$ cat src/hdl/pbc_regs.svh
// register offsets, field positions, reset values and counts for the phy control bank
`ifndef PBC_REGS_SVH
`define PBC_REGS_SVH

`define PBC_OFS_CTRL        16'h0140
`define PBC_OFS_STAT        16'h0142
`define PBC_OFS_ADV         16'h0144
`define PBC_OFS_IRQ_STAT    16'h0150
`define PBC_OFS_IRQ_MASK    16'h0152

`define PBC_CTRL_RST        15
`define PBC_CTRL_SPD        13
`define PBC_CTRL_ANE        12
`define PBC_CTRL_RESTART    9
`define PBC_CTRL_DPX        8

`define PBC_STAT_ANC        5
`define PBC_STAT_RFLT       4
`define PBC_STAT_FIXED      16'h7809

`define PBC_ADV_ACK         14
`define PBC_ADV_RF          13
`define PBC_ADV_PAUSE       10
`define PBC_ADV_RESET       16'h01E1
`define PBC_ADV_WR_MASK     16'h21E0

`define PBC_IRQ_ANC         0
`define PBC_IRQ_RFLT        1
`define PBC_IRQ_ACK         2
`define PBC_IRQ_W           3

`define PBC_WARM_CYCLES     2'h3

`endif

$ cat src/hdl/pbc_pkg.sv
// types shared by the phy control bank modules
package pbc_pkg;

	typedef enum logic [1:0] {
		PBC_AN_IDLE = 2'h0,
		PBC_AN_RUN  = 2'h1,
		PBC_AN_DONE = 2'h3
	} pbc_an_state_t;

	typedef logic [15:0] pbc_word_t;

endpackage

$ cat src/hdl/pbc_an_if.sv
// carrier between the register bank and the negotiation sequencer
interface pbc_an_if;
	logic soft_rst;
	logic enable;
	logic restart_req;
	logic restart_taken;
	logic engine_restart;
	logic engine_done;
	logic res_speed_100;
	logic res_full_duplex;
	logic complete;
	logic speed_100;
	logic full_duplex;

	modport ctl (
		input  soft_rst, enable, restart_req, engine_done, res_speed_100, res_full_duplex,
		output restart_taken, engine_restart, complete, speed_100, full_duplex
	);
	modport bank (
		output soft_rst, enable, restart_req, engine_done, res_speed_100, res_full_duplex,
		input  restart_taken, engine_restart, complete, speed_100, full_duplex
	);
endinterface

$ cat src/hdl/pbc_sync.sv
// three-stage synchroniser, output follows once the last two stages agree
module pbc_sync #(
	parameter int W = 4
) (
	// clock and reset
	input  wire logic         sys_clk,
	input  wire logic         reset,
	// data
	input  wire logic [W-1:0] async_in,
	output logic      [W-1:0] sync_out
);
	for (genvar i = 0; i < W; i++) begin : g_bit
		logic s1_reg;
		logic s2_reg;
		logic s3_reg;
		always_ff @(posedge sys_clk) begin
			if (reset) begin
				s1_reg      <= 1'b0;
				s2_reg      <= 1'b0;
				s3_reg      <= 1'b0;
				sync_out[i] <= 1'b0;
			end else begin
				s1_reg <= async_in[i];
				s2_reg <= s1_reg;
				s3_reg <= s2_reg;
				if (s2_reg == s3_reg) begin
					sync_out[i] <= s3_reg;
				end
			end
		end
	end
endmodule

$ cat src/hdl/pbc_anctl.sv
// auto-negotiation sequencer: starts the engine and holds its result
module pbc_anctl (
	// clock and reset
	input  wire logic sys_clk,
	input  wire logic reset,
	// bank side
	pbc_an_if.ctl     an
);
	import pbc_pkg::*;

	pbc_an_state_t state_reg;
	logic          start;

	// a taken request is still visible for one cycle, so it must not start twice
	assign start = an.enable && ((state_reg == PBC_AN_IDLE) || (an.restart_req && !an.restart_taken));

	// ----------------------------------------
	// sequence
	// ----------------------------------------
	always_ff @(posedge sys_clk) begin
		if (reset || an.soft_rst) begin
			state_reg <= PBC_AN_IDLE;
		end else if (!an.enable) begin
			state_reg <= PBC_AN_IDLE;
		end else begin
			case (state_reg)
				PBC_AN_IDLE: state_reg <= PBC_AN_RUN;
				PBC_AN_RUN: begin
					if (an.restart_req) begin
						state_reg <= PBC_AN_RUN;
					end else if (an.engine_done) begin
						state_reg <= PBC_AN_DONE;
					end
				end
				PBC_AN_DONE: begin
					if (an.restart_req) begin
						state_reg <= PBC_AN_RUN; // RULE5
					end
				end
				default: state_reg <= PBC_AN_IDLE;
			endcase
		end
	end

	// ----------------------------------------
	// restart strobes and completion
	// ----------------------------------------
	always_ff @(posedge sys_clk) begin
		if (reset || an.soft_rst) begin
			an.engine_restart <= 1'b0;
			an.restart_taken  <= 1'b0;
			an.complete       <= 1'b0;
		end else begin
			an.engine_restart <= start; // RULE5
			an.restart_taken  <= start && an.restart_req; // RULE17
			if (start || !an.enable) begin
				an.complete <= 1'b0;
			end else if (state_reg == PBC_AN_RUN && an.engine_done) begin
				an.complete <= 1'b1; // RULE7
			end
		end
	end

	// ----------------------------------------
	// negotiated result
	// ----------------------------------------
	always_ff @(posedge sys_clk) begin
		if (reset || an.soft_rst) begin
			an.speed_100   <= 1'b0;
			an.full_duplex <= 1'b0;
		end else if (state_reg == PBC_AN_RUN && an.engine_done && !an.restart_req) begin
			an.speed_100   <= an.res_speed_100; // RULE3
			an.full_duplex <= an.res_full_duplex;
		end
	end
endmodule

$ cat src/hdl/pbc_top.sv
// phy basic control, status and advertisement register bank
// Summary of operation
// RULE1: writing one to control bit 15 restores defaults; the bit clears itself
// RULE2: control bit 13 selects 100 or 10 Mb/s; bit 8 full or half duplex
// RULE3: with negotiation enabled, written speed/duplex ignored; bits show negotiated result
// RULE4: speed, negotiation enable and duplex power up from configuration straps
// RULE5: writing one to control bit 9 restarts negotiation
// RULE6: status bit 15 reads zero; bits 14 to 11 read one
// RULE7: status bit 5 reads one once negotiation completed, resets to zero
// RULE8: status bit 4 set on remote fault, cleared by a status read
// RULE9: status bits 3 and 0 read one, read-only
// RULE10: advertisement bit 15 reads zero, read-only
// RULE11: advertisement bit 14 reads one once partner word acknowledged, resets zero
// RULE12: advertisement bit 13 writable, resets zero, advertises remote fault ability
// RULE13: advertisement bit 10 read-only, taken from configuration straps
// RULE14: advertisement bit 9 reads zero, read-only
// RULE15: advertisement bits 8 to 5 writable, reset to one
// RULE16: selector field resets to the csma/cd code, no other value accepted
// RULE17: restart bit clears once negotiation restarted; reserved bits read zero
`include "pbc_regs.svh"

module pbc_top (
	// clock and reset
	input  wire logic              sys_clk,
	input  wire logic              reset,
	// register port
	input  wire logic [15:0]       reg_addr,
	input  wire pbc_pkg::pbc_word_t reg_wdata,
	input  wire logic              reg_wr,
	input  wire logic              reg_rd,
	output pbc_pkg::pbc_word_t     reg_rdata,
	// configuration strap pins
	input  wire logic              cfg_speed_100,
	input  wire logic              cfg_autoneg,
	input  wire logic              cfg_full_duplex,
	input  wire logic              cfg_pause,
	// negotiation engine
	input  wire logic              an_engine_done,
	input  wire logic              an_result_speed_100,
	input  wire logic              an_result_full_duplex,
	input  wire logic              an_partner_ack,
	input  wire logic              remote_fault_det,
	output logic                   an_engine_restart,
	output logic                   an_enable_out,
	output logic                   link_speed_100,
	output logic                   link_full_duplex,
	output pbc_pkg::pbc_word_t     adv_word,
	// interrupt
	output logic                   irq
);
	import pbc_pkg::*;

	// ----------------------------------------
	// declarations
	// ----------------------------------------
	pbc_an_if an ();

	logic [3:0]                cfg_sync;
	logic [1:0]                warm_reg;
	logic                      straps_loaded_reg;
	logic                      strap_arm_reg;
	logic                      load_defaults;
	logic                      soft_rst_reg;
	logic                      spd_reg;
	logic                      ane_reg;
	logic                      dpx_reg;
	logic                      restart_reg;
	logic                      pause_reg;
	logic                      rflt_reg;
	logic                      ack_reg;
	logic                      adv_rf_reg;
	logic [3:0]                adv_abil_reg;
	logic [`PBC_IRQ_W-1:0]     irq_stat_reg;
	logic [`PBC_IRQ_W-1:0]     irq_mask_reg;
	logic [`PBC_IRQ_W-1:0]     irq_event;
	logic                      complete_prev_reg;
	logic                      eff_speed;
	logic                      eff_duplex;
	logic                      wr_ctrl;
	logic                      wr_adv;
	logic                      wr_istat;
	logic                      wr_imask;
	logic                      rd_stat;
	pbc_word_t                 ctrl_view;
	pbc_word_t                 stat_view;
	pbc_word_t                 adv_view;

	// ----------------------------------------
	// strap synchroniser and sequencer
	// ----------------------------------------
	pbc_sync #(
		.W (4)
	) u_sync (
		.sys_clk  (sys_clk),
		.reset    (reset),
		.async_in ({cfg_pause, cfg_full_duplex, cfg_autoneg, cfg_speed_100}),
		.sync_out (cfg_sync)
	);

	pbc_anctl u_anctl (
		.sys_clk (sys_clk),
		.reset   (reset),
		.an      (an)
	);

	assign an.soft_rst        = soft_rst_reg;
	assign an.enable          = ane_reg;
	assign an.restart_req     = restart_reg;
	assign an.engine_done     = an_engine_done;
	assign an.res_speed_100   = an_result_speed_100;
	assign an.res_full_duplex = an_result_full_duplex;

	// ----------------------------------------
	// decode
	// ----------------------------------------
	assign wr_ctrl  = reg_wr && (reg_addr == `PBC_OFS_CTRL);
	assign wr_adv   = reg_wr && (reg_addr == `PBC_OFS_ADV);
	assign wr_istat = reg_wr && (reg_addr == `PBC_OFS_IRQ_STAT);
	assign wr_imask = reg_wr && (reg_addr == `PBC_OFS_IRQ_MASK);
	assign rd_stat  = reg_rd && (reg_addr == `PBC_OFS_STAT);

	// ----------------------------------------
	// strap capture after reset release
	// ----------------------------------------
	always_ff @(posedge sys_clk) begin
		if (reset) begin
			warm_reg <= 2'h0;
		end else if (warm_reg != `PBC_WARM_CYCLES) begin
			warm_reg <= warm_reg + 2'h1;
		end
	end

	// synchroniser output settles one edge after the counter saturates
	always_ff @(posedge sys_clk) begin
		if (reset) begin
			strap_arm_reg <= 1'b0;
		end else begin
			strap_arm_reg <= (warm_reg == `PBC_WARM_CYCLES);
		end
	end

	always_ff @(posedge sys_clk) begin
		if (reset) begin
			straps_loaded_reg <= 1'b0;
		end else if (strap_arm_reg) begin
			straps_loaded_reg <= 1'b1;
		end
	end

	assign load_defaults = (strap_arm_reg && !straps_loaded_reg) || soft_rst_reg;

	// ----------------------------------------
	// software reset pulse
	// ----------------------------------------
	always_ff @(posedge sys_clk) begin
		if (reset) begin
			soft_rst_reg <= 1'b0;
		end else begin
			soft_rst_reg <= wr_ctrl && reg_wdata[`PBC_CTRL_RST]; // RULE1
		end
	end

	// ----------------------------------------
	// control register
	// ----------------------------------------
	always_ff @(posedge sys_clk) begin
		if (reset) begin
			spd_reg <= 1'b0;
			ane_reg <= 1'b0;
			dpx_reg <= 1'b0;
		end else if (load_defaults) begin
			spd_reg <= cfg_sync[0]; // RULE4
			ane_reg <= cfg_sync[1]; // RULE1
			dpx_reg <= cfg_sync[2];
		end else if (wr_ctrl && !reg_wdata[`PBC_CTRL_RST]) begin
			spd_reg <= reg_wdata[`PBC_CTRL_SPD]; // RULE2
			ane_reg <= reg_wdata[`PBC_CTRL_ANE];
			dpx_reg <= reg_wdata[`PBC_CTRL_DPX];
		end
	end

	always_ff @(posedge sys_clk) begin
		if (reset) begin
			restart_reg <= 1'b0;
		end else if (soft_rst_reg || an.restart_taken || !ane_reg) begin
			restart_reg <= 1'b0; // RULE17
		end else if (wr_ctrl && reg_wdata[`PBC_CTRL_RESTART] && !reg_wdata[`PBC_CTRL_RST]) begin
			restart_reg <= 1'b1; // RULE5
		end
	end

	assign eff_speed  = ane_reg ? an.speed_100 : spd_reg; // RULE3
	assign eff_duplex = ane_reg ? an.full_duplex : dpx_reg;

	// ----------------------------------------
	// status flags
	// ----------------------------------------
	always_ff @(posedge sys_clk) begin
		if (reset || soft_rst_reg) begin
			rflt_reg <= 1'b0;
		end else if (remote_fault_det) begin
			rflt_reg <= 1'b1; // RULE8
		end else if (rd_stat) begin
			rflt_reg <= 1'b0;
		end
	end

	// ----------------------------------------
	// advertisement register
	// ----------------------------------------
	always_ff @(posedge sys_clk) begin
		if (reset) begin
			adv_rf_reg   <= 1'b0;
			adv_abil_reg <= 4'hF;
			pause_reg    <= 1'b0;
		end else if (load_defaults) begin
			adv_rf_reg   <= 1'b0; // RULE12
			adv_abil_reg <= 4'(`PBC_ADV_RESET >> 5); // RULE15
			pause_reg    <= cfg_sync[3]; // RULE13
		end else if (wr_adv) begin
			adv_rf_reg   <= reg_wdata[`PBC_ADV_RF]; // RULE12
			adv_abil_reg <= reg_wdata[8:5]; // RULE15
		end
	end

	always_ff @(posedge sys_clk) begin
		if (reset || soft_rst_reg || an.engine_restart || !ane_reg) begin
			ack_reg <= 1'b0;
		end else if (an_partner_ack) begin
			ack_reg <= 1'b1; // RULE11
		end
	end

	// ----------------------------------------
	// read views
	// ----------------------------------------
	always_comb begin
		ctrl_view                    = 16'h0000; // RULE17
		ctrl_view[`PBC_CTRL_SPD]     = eff_speed; // RULE3
		ctrl_view[`PBC_CTRL_ANE]     = ane_reg;
		ctrl_view[`PBC_CTRL_RESTART] = restart_reg;
		ctrl_view[`PBC_CTRL_DPX]     = eff_duplex;
	end

	always_comb begin
		stat_view                 = `PBC_STAT_FIXED; // RULE6 RULE9
		stat_view[`PBC_STAT_ANC]  = an.complete; // RULE7
		stat_view[`PBC_STAT_RFLT] = rflt_reg; // RULE8
	end

	always_comb begin
		adv_view                 = `PBC_ADV_WR_MASK & `PBC_ADV_RESET; // RULE16 RULE10 RULE14
		adv_view[`PBC_ADV_ACK]   = ack_reg; // RULE11
		adv_view[`PBC_ADV_RF]    = adv_rf_reg;
		adv_view[`PBC_ADV_PAUSE] = pause_reg; // RULE13
		adv_view[8:5]            = adv_abil_reg;
		adv_view[4:0]            = 5'(`PBC_ADV_RESET & 16'h001F); // RULE16
	end

	always_ff @(posedge sys_clk) begin
		if (reset) begin
			reg_rdata <= 16'h0000;
		end else if (reg_rd) begin
			case (reg_addr)
				`PBC_OFS_CTRL:     reg_rdata <= ctrl_view;
				`PBC_OFS_STAT:     reg_rdata <= stat_view;
				`PBC_OFS_ADV:      reg_rdata <= adv_view;
				`PBC_OFS_IRQ_STAT: reg_rdata <= {13'h0000, irq_stat_reg};
				`PBC_OFS_IRQ_MASK: reg_rdata <= {13'h0000, irq_mask_reg};
				default:           reg_rdata <= 16'h0000;
			endcase
		end else begin
			reg_rdata <= 16'h0000;
		end
	end

	// ----------------------------------------
	// interrupts
	// ----------------------------------------
	always_ff @(posedge sys_clk) begin
		if (reset) begin
			complete_prev_reg <= 1'b0;
		end else begin
			complete_prev_reg <= an.complete;
		end
	end

	assign irq_event[`PBC_IRQ_ANC]  = an.complete && !complete_prev_reg;
	assign irq_event[`PBC_IRQ_RFLT] = remote_fault_det;
	assign irq_event[`PBC_IRQ_ACK]  = an_partner_ack && !ack_reg && ane_reg;

	always_ff @(posedge sys_clk) begin
		if (reset) begin
			irq_stat_reg <= '0;
		end else if (wr_istat) begin
			irq_stat_reg <= (irq_stat_reg & ~reg_wdata[`PBC_IRQ_W-1:0]) | irq_event;
		end else begin
			irq_stat_reg <= irq_stat_reg | irq_event;
		end
	end

	always_ff @(posedge sys_clk) begin
		if (reset) begin
			irq_mask_reg <= '0;
		end else if (wr_imask) begin
			irq_mask_reg <= reg_wdata[`PBC_IRQ_W-1:0];
		end
	end

	always_ff @(posedge sys_clk) begin
		if (reset) begin
			irq <= 1'b0;
		end else begin
			irq <= |(irq_stat_reg & irq_mask_reg);
		end
	end

	// ----------------------------------------
	// outputs to the link side
	// ----------------------------------------
	always_ff @(posedge sys_clk) begin
		if (reset) begin
			an_engine_restart <= 1'b0;
			an_enable_out     <= 1'b0;
			link_speed_100    <= 1'b0;
			link_full_duplex  <= 1'b0;
			adv_word          <= 16'h0000;
		end else begin
			an_engine_restart <= an.engine_restart; // RULE5
			an_enable_out     <= ane_reg;
			link_speed_100    <= eff_speed; // RULE2
			link_full_duplex  <= eff_duplex;
			adv_word          <= adv_view;
		end
	end
endmodule

$ cat config.mk
export PLATFORM = sky130hd
export DESIGN_NAME = pbc_top
export DESIGN_NICKNAME = d
export VERILOG_FILES = /design/src/hdl/pbc_pkg.sv /design/src/hdl/pbc_an_if.sv /design/src/hdl/pbc_sync.sv /design/src/hdl/pbc_anctl.sv /design/src/hdl/pbc_top.sv
export VERILOG_INCLUDE_DIRS = /design/src /design/src/hdl
export SDC_FILE = /design/constraint.sdc
export NUM_CORES = 1
export LEC_CHECK = 0
export ABC_AREA = 1
export BUFFER_PORTS_ARGS = -buffer_cell sky130_fd_sc_hd__buf_2
export CAP_MARGIN = 20
export CORE_MARGIN = 2
export CORE_UTILIZATION = 55
export CTS_CLUSTER_DIAMETER = 150
export DETAILED_ROUTE_END_ITERATION = 8
export PLACE_DENSITY_LB_ADDON = 0.25
export SYNTH_ARGS = -nofsm -noshare
export SYNTH_HDL_FRONTEND = slang
export SYNTH_SLANG_ARGS = --single-unit
export TNS_END_PERCENT = 50
$ cat constraint.sdc
create_clock -name sys_clk -period 2 [get_ports sys_clk]
set_clock_uncertainty 0.2 [all_clocks]
set_input_delay 0.1 -clock sys_clk [delete_from_list [all_inputs] [get_ports sys_clk]]
set_output_delay 0.1 -clock sys_clk [all_outputs]
set_load 0.1 [all_outputs]
; Word-level counts from Yosys, hierarchy flattened
; Index checks and enable logic that the tools add are counted.
[word_totals]
regBits = 84
[classes]
add_sub_neg = 1
eq_ne = 15
muxes = 17
bitwise = 7
reduce_logical = 43
[op_table]
columns = op, n
row1 = "== test 16 x 9 -> 1 bit, second input constant", 5
row2 = case mux 15 bit (5 select lines), 1
row3 = logical AND 1 bit, 18
row4 = 2-to-1 mux 1 bit, 11
row5 = OR reduction 2 bit, 5
row6 = logical OR 1 bit, 8
row7 = logical NOT 1 bit, 7
row8 = AND 3 bit, 2
row9 = 2-to-1 mux 2 bit, 3
row10 = bitwise OR 3 bit, 2
row11 = case mux 2 bit (3 select lines), 1
row12 = == test 1 bit, 4
row13 = "== test 2 bit, second input constant", 2
row14 = "inequality test 2 bit, second input constant", 2
row15 = nonzero test 2 bit, 2
row16 = 2-to-1 mux 3 bit, 1
row17 = "inequality test 3 bit, second input constant", 1
row18 = NOT 3 bit, 1
row19 = OR reduction 3 bit, 1
row20 = "adder 2 x 1 -> 2 bit, second input constant", 1
row21 = "== test 2 x 1 -> 1 bit, second input constant", 1
row22 = logical NOT 2 bit, 1
row23 = NOT 1 bit, 2
row24 = AND reduction 2 bit, 1

; Logic depth before layout (Yosys ltp)
[logic_depth]
depth_word = 6
mapped_depth = 10

; Cells and area by module
; A second synthesis with hierarchy kept.
[hier_totals]
cells_unflattened = 384
area_unflattened_um2 = 2945.3
[modules_own_cells]
columns = module, instances, cells_per_inst, area_per_inst_um2
row1 = pbc_top, 1, 295, 2180.8
row2 = pbc_sync, 1, 54, 480.5
row3 = pbc_anctl, 1, 35, 284.0

; Least setup slack after synthesis
; No wires, ideal clock.
[synth_timing]
path_kind = flip-flop to output port
startpoint = register reg_rdata[11]
endpoint = output reg_rdata[11]
t_arrival_ns = 1.356
slack_ns = 0.344
stages_incl_launch_ff = 2
cell_sequence = dfxtp_1 -> buf_4
[synth_rtl]
columns = element, line_no
row1 = from (decl), pbc_top.sv:31  ; output pbc_pkg::pbc_word_t reg_rdata,
row2 = from (signal assigned), pbc_top.sv:265  ; `PBC_OFS_CTRL: reg_rdata <= ctrl_view;
row3 = from (signal assigned), pbc_top.sv:266  ; `PBC_OFS_STAT: reg_rdata <= stat_view;
row4 = from (signal assigned), pbc_top.sv:267  ; `PBC_OFS_ADV: reg_rdata <= adv_view;
; No word-level cell between the ends.

; Final worst setup path
[layout_timing]
startpoint = input reg_wr
endpoint = register restart_reg, in the netlist an.restart_req
[layout_between]
elab_chain_len = 3
[layout_rtl]
columns = element, line_no
row1 = from (decl), pbc_top.sv:29  ; input wire logic reg_wr,
row2 = logical AND 1 bit, pbc_top.sv:116  ; assign wr_ctrl = reg_wr && (reg_addr == `PBC_OFS_CTRL);
row3 = logical AND 1 bit (2 in series), pbc_top.sv:187  ; end else if (wr_ctrl && reg_wdata[`PBC_CTRL_RESTART] && !reg_wdata[`PBC_CTRL_RST]) begin
row4 = to (signal assigned), pbc_top.sv:184  ; restart_reg <= 1'b0;
row5 = to (signal assigned), pbc_top.sv:186  ; restart_reg <= 1'b0;
row6 = to (signal assigned), pbc_top.sv:188  ; restart_reg <= 1'b1;
row7 = to (decl), pbc_top.sv:67  ; logic restart_reg;
; Every way passes these cells.
; A chain may end at the register's enable or synchronous reset.

==> impl_metrics.yaml <==
status:
  status: "complete, no violations"
worst_setup_path:
  critPathLaunch: "reg_wr"
  regToRegSetupSlack_ns: 0.60
  path_cells: "dlygate4sd3_1, buf_2, inv_1, nor2_1, nand3_1, dlygate4sd3_1, a21oi_1"
  required_ns: 2.09
  rr_startpoint: "rflt_reg"
  path_class: "in -> reg"
  r2r_cells: 3
  endpoint: "an.restart_req"
  cp_slowest_cell: "dlygate4sd3_1"
  r2r_end: "rflt_reg"
  cp_max_fo: 7
  arrival_ns: 1.86
  crit_top_cell: "dlygate4sd3_1"
  cpPeakStageDelay_ns: 0.56
  start_kind: "primary input"
  end_kind: "flip-flop"
clock_tree:
  clk_pin_slew_ns: 0.08
  clk_latency_ns: 0.35
  cts_buffers: 9
  post-cts-setup-buffers: 0
  cts_sinks: 74
  cts_tree: "yes"
  cts_buffer_depth: 2
  cts_root_buf: "clkbuf_8"
  cts_max_level: 3
final_layout:
  most-common-layout-cells: "dfxtp_1, nor2_1, buf_2, inv_1, nand2_1"
  nFillCells: 397
  diodes: 0
  final_nets: 518
  largest-register: "reg_rdata"
  drive_above_1_share: 0.229
  largest_reg_flops: 14
  area_growth_syn_to_layout_pct: 29.2
  layout_commonest_cell: "dfxtp_1"
  top_regs: "reg_rdata: 14 flops, adv_word: 8 flops"
  finish.utilization: 0.734
  fin_cells: 547
floorplanning:
  die_h_um: 76.6
  die-area_um2: 5870
  core-area_um2: 5110
  rows: 26
  io-pin-count: 82
  initial_core_util: 0.568
  die_w_um: 76.6
drt:
  post-route-drc-count: 0
  wl_per_cell_um: 11.4
  vias_per_cell: 4.78
  drtIter0Drc: 215
  first_pass_iters: 4
  via_count: 2615
  antenna_left: 0
  wl_um: 6250
global_routing:
  grt_remaining_overflow: 0
  antenna_found_initial: 0
  grt_pass1_vias: 2533
  grt_pass1_wl_um: 10900
  track_usage: 0.235
  grt_start_max_net_pins: 27
timing:
  period_share: 0.885
  whs_ns: 0.00974
  fin_crit_ns: 1.77
  hold_violations: 0
  rsz0062_at_grt: "no"
  finalSetupTns_ns: 0
  fmax_ghz: 0.565
  maxSlewViolCount: 0
  setup_viol: 0
placed_design:
  dp_hpwl_um: 4160
  dpl.cell_count: 502
  gp_congestion: 0.805
  portBuffers: 67
worst_hold_path:
  hp-class: "in -> reg"
yosys:
  synth_cells: 371
  synth_cell_types: 34
  synth-warning-count: 0
  synth-seq-cells: 74
  netlist_area_um2: 2900
  syn_area_per_cell_um2: 7.82
  yosysSeqAreaShare: 0.511
run:
  drv_cap: 0
power_and_ir_drop:
  peakVddDrop_v: 0.000624
  finalPower_w: 0.00316
  power.density_nw_per_um2: 844
  p_leak_nw: 1.85
-- routing by layer --
metal  GRT usage  share of wire  up-vias
li1            -              -     1327
met1       0.272           0.42     1172
met2       0.404           0.49       98
met3      0.0427          0.062       18
met4       0.136          0.026        0
met5           0              0        -
-- synthesized netlist by cell type (all sizes together) --
cell	number	area (um^2)
buf	17	113
o211ai	4	30.0
dfxtp	74	1480
inv	66	248
a21boi	1	7.51
or2	1	6.26
nor3	3	15.0
conb	1	3.75
o31ai	1	7.51
clkinv	2	7.51
nand2	53	224
a21oi	18	90.1
nand3	22	115
ha	1	12.5
nor4	1	6.26
o22ai	3	18.8
a211oi	3	22.5
o21ai	15	75.1
nand3b	1	7.51
nand4	4	31.3
xor2	1	8.76
nor2	79	369
-- worst min path at each step --
| stage | startpoint | to | slack [ns] | cells after the start |
|---|---|---|---|---|
| after floorplan | cfg_speed_100 | u_sync.g_bit[0].s1_reg | 0.007 | 2 |
| after global placement | cfg_autoneg | u_sync.g_bit[1].s1_reg | 0.1 | 3 |
| after detailed placement | cfg_pause | u_sync.g_bit[3].s1_reg | 0.11 | 3 |
| after CTS | reg_addr[0] | reg_rdata[2] | 0.004 | 6 |
| after global routing | reg_addr[0] | reg_rdata[1] | 0.05 | 6 |
| final | reg_addr[0] | reg_rdata[2] | 0.01 | 6 |
-- critical path, delay by kind of cell --
family                 cells  cell delay, ns
and+or+nand+nor            2            0.21
buffers and inverters      4            1.44
AOI/OAI and AO/OA          1            0.12
-- report_power, final --
group          internal, W  switching (W)
Sequential         0.00153      0.0000282
Combinational     0.000135       0.000331
Clock             0.000578       0.000560
Total              0.00224       0.000919
-- metrics by stage --
| stage | instance area (um^2) | worst slack (ns) |
|---|---|---|
| after floorplan | 2930 | 0.344 |
| after global placement | 3260 | 0.503 |
| after detailed placement | 3260 | 0.483 |
| after CTS | 3750 | 0.250 |
| after global routing | 3750 | 0.139 |
| final | 3750 | 0.229 |
-- area by class of cell --
| type | instances | area (um^2) | share of cell area |
|---|---|---|---|
| multi-input cells | 220 | 1080 | 0.288 |
| clock buffers | 10 | 128 | 0.0341 |
| repair buffers | 99 | 648 | 0.173 |
| clock inverters | 6 | 66.3 | 0.0177 |
| flip-flops and latches | 74 | 1480 | 0.395 |
| inverters | 68 | 255 | 0.0681 |
| well taps | 70 | 87.6 | 0.0234 |
-- kinds of logic after synthesis --
kind of cell	after synthesis	share of synthesized area
buffers and inverters	85	0.127
AND/OR/NAND/NOR	164	0.267
XOR/XNOR	1	0.00302
other	1	0.00129
adder cells (fa/ha/maj)	1	0.00431
AO/OA/AOI/OAI	45	0.0867
flip-flops	74	0.511
-- timing repair --
action / 4_1_cts / 5_1_grt
hold buffers: 29 / 0
resized for setup: 0 / 0
hold endpoints to repair: 41 / 0
Power figures use the tool's default switching activity.
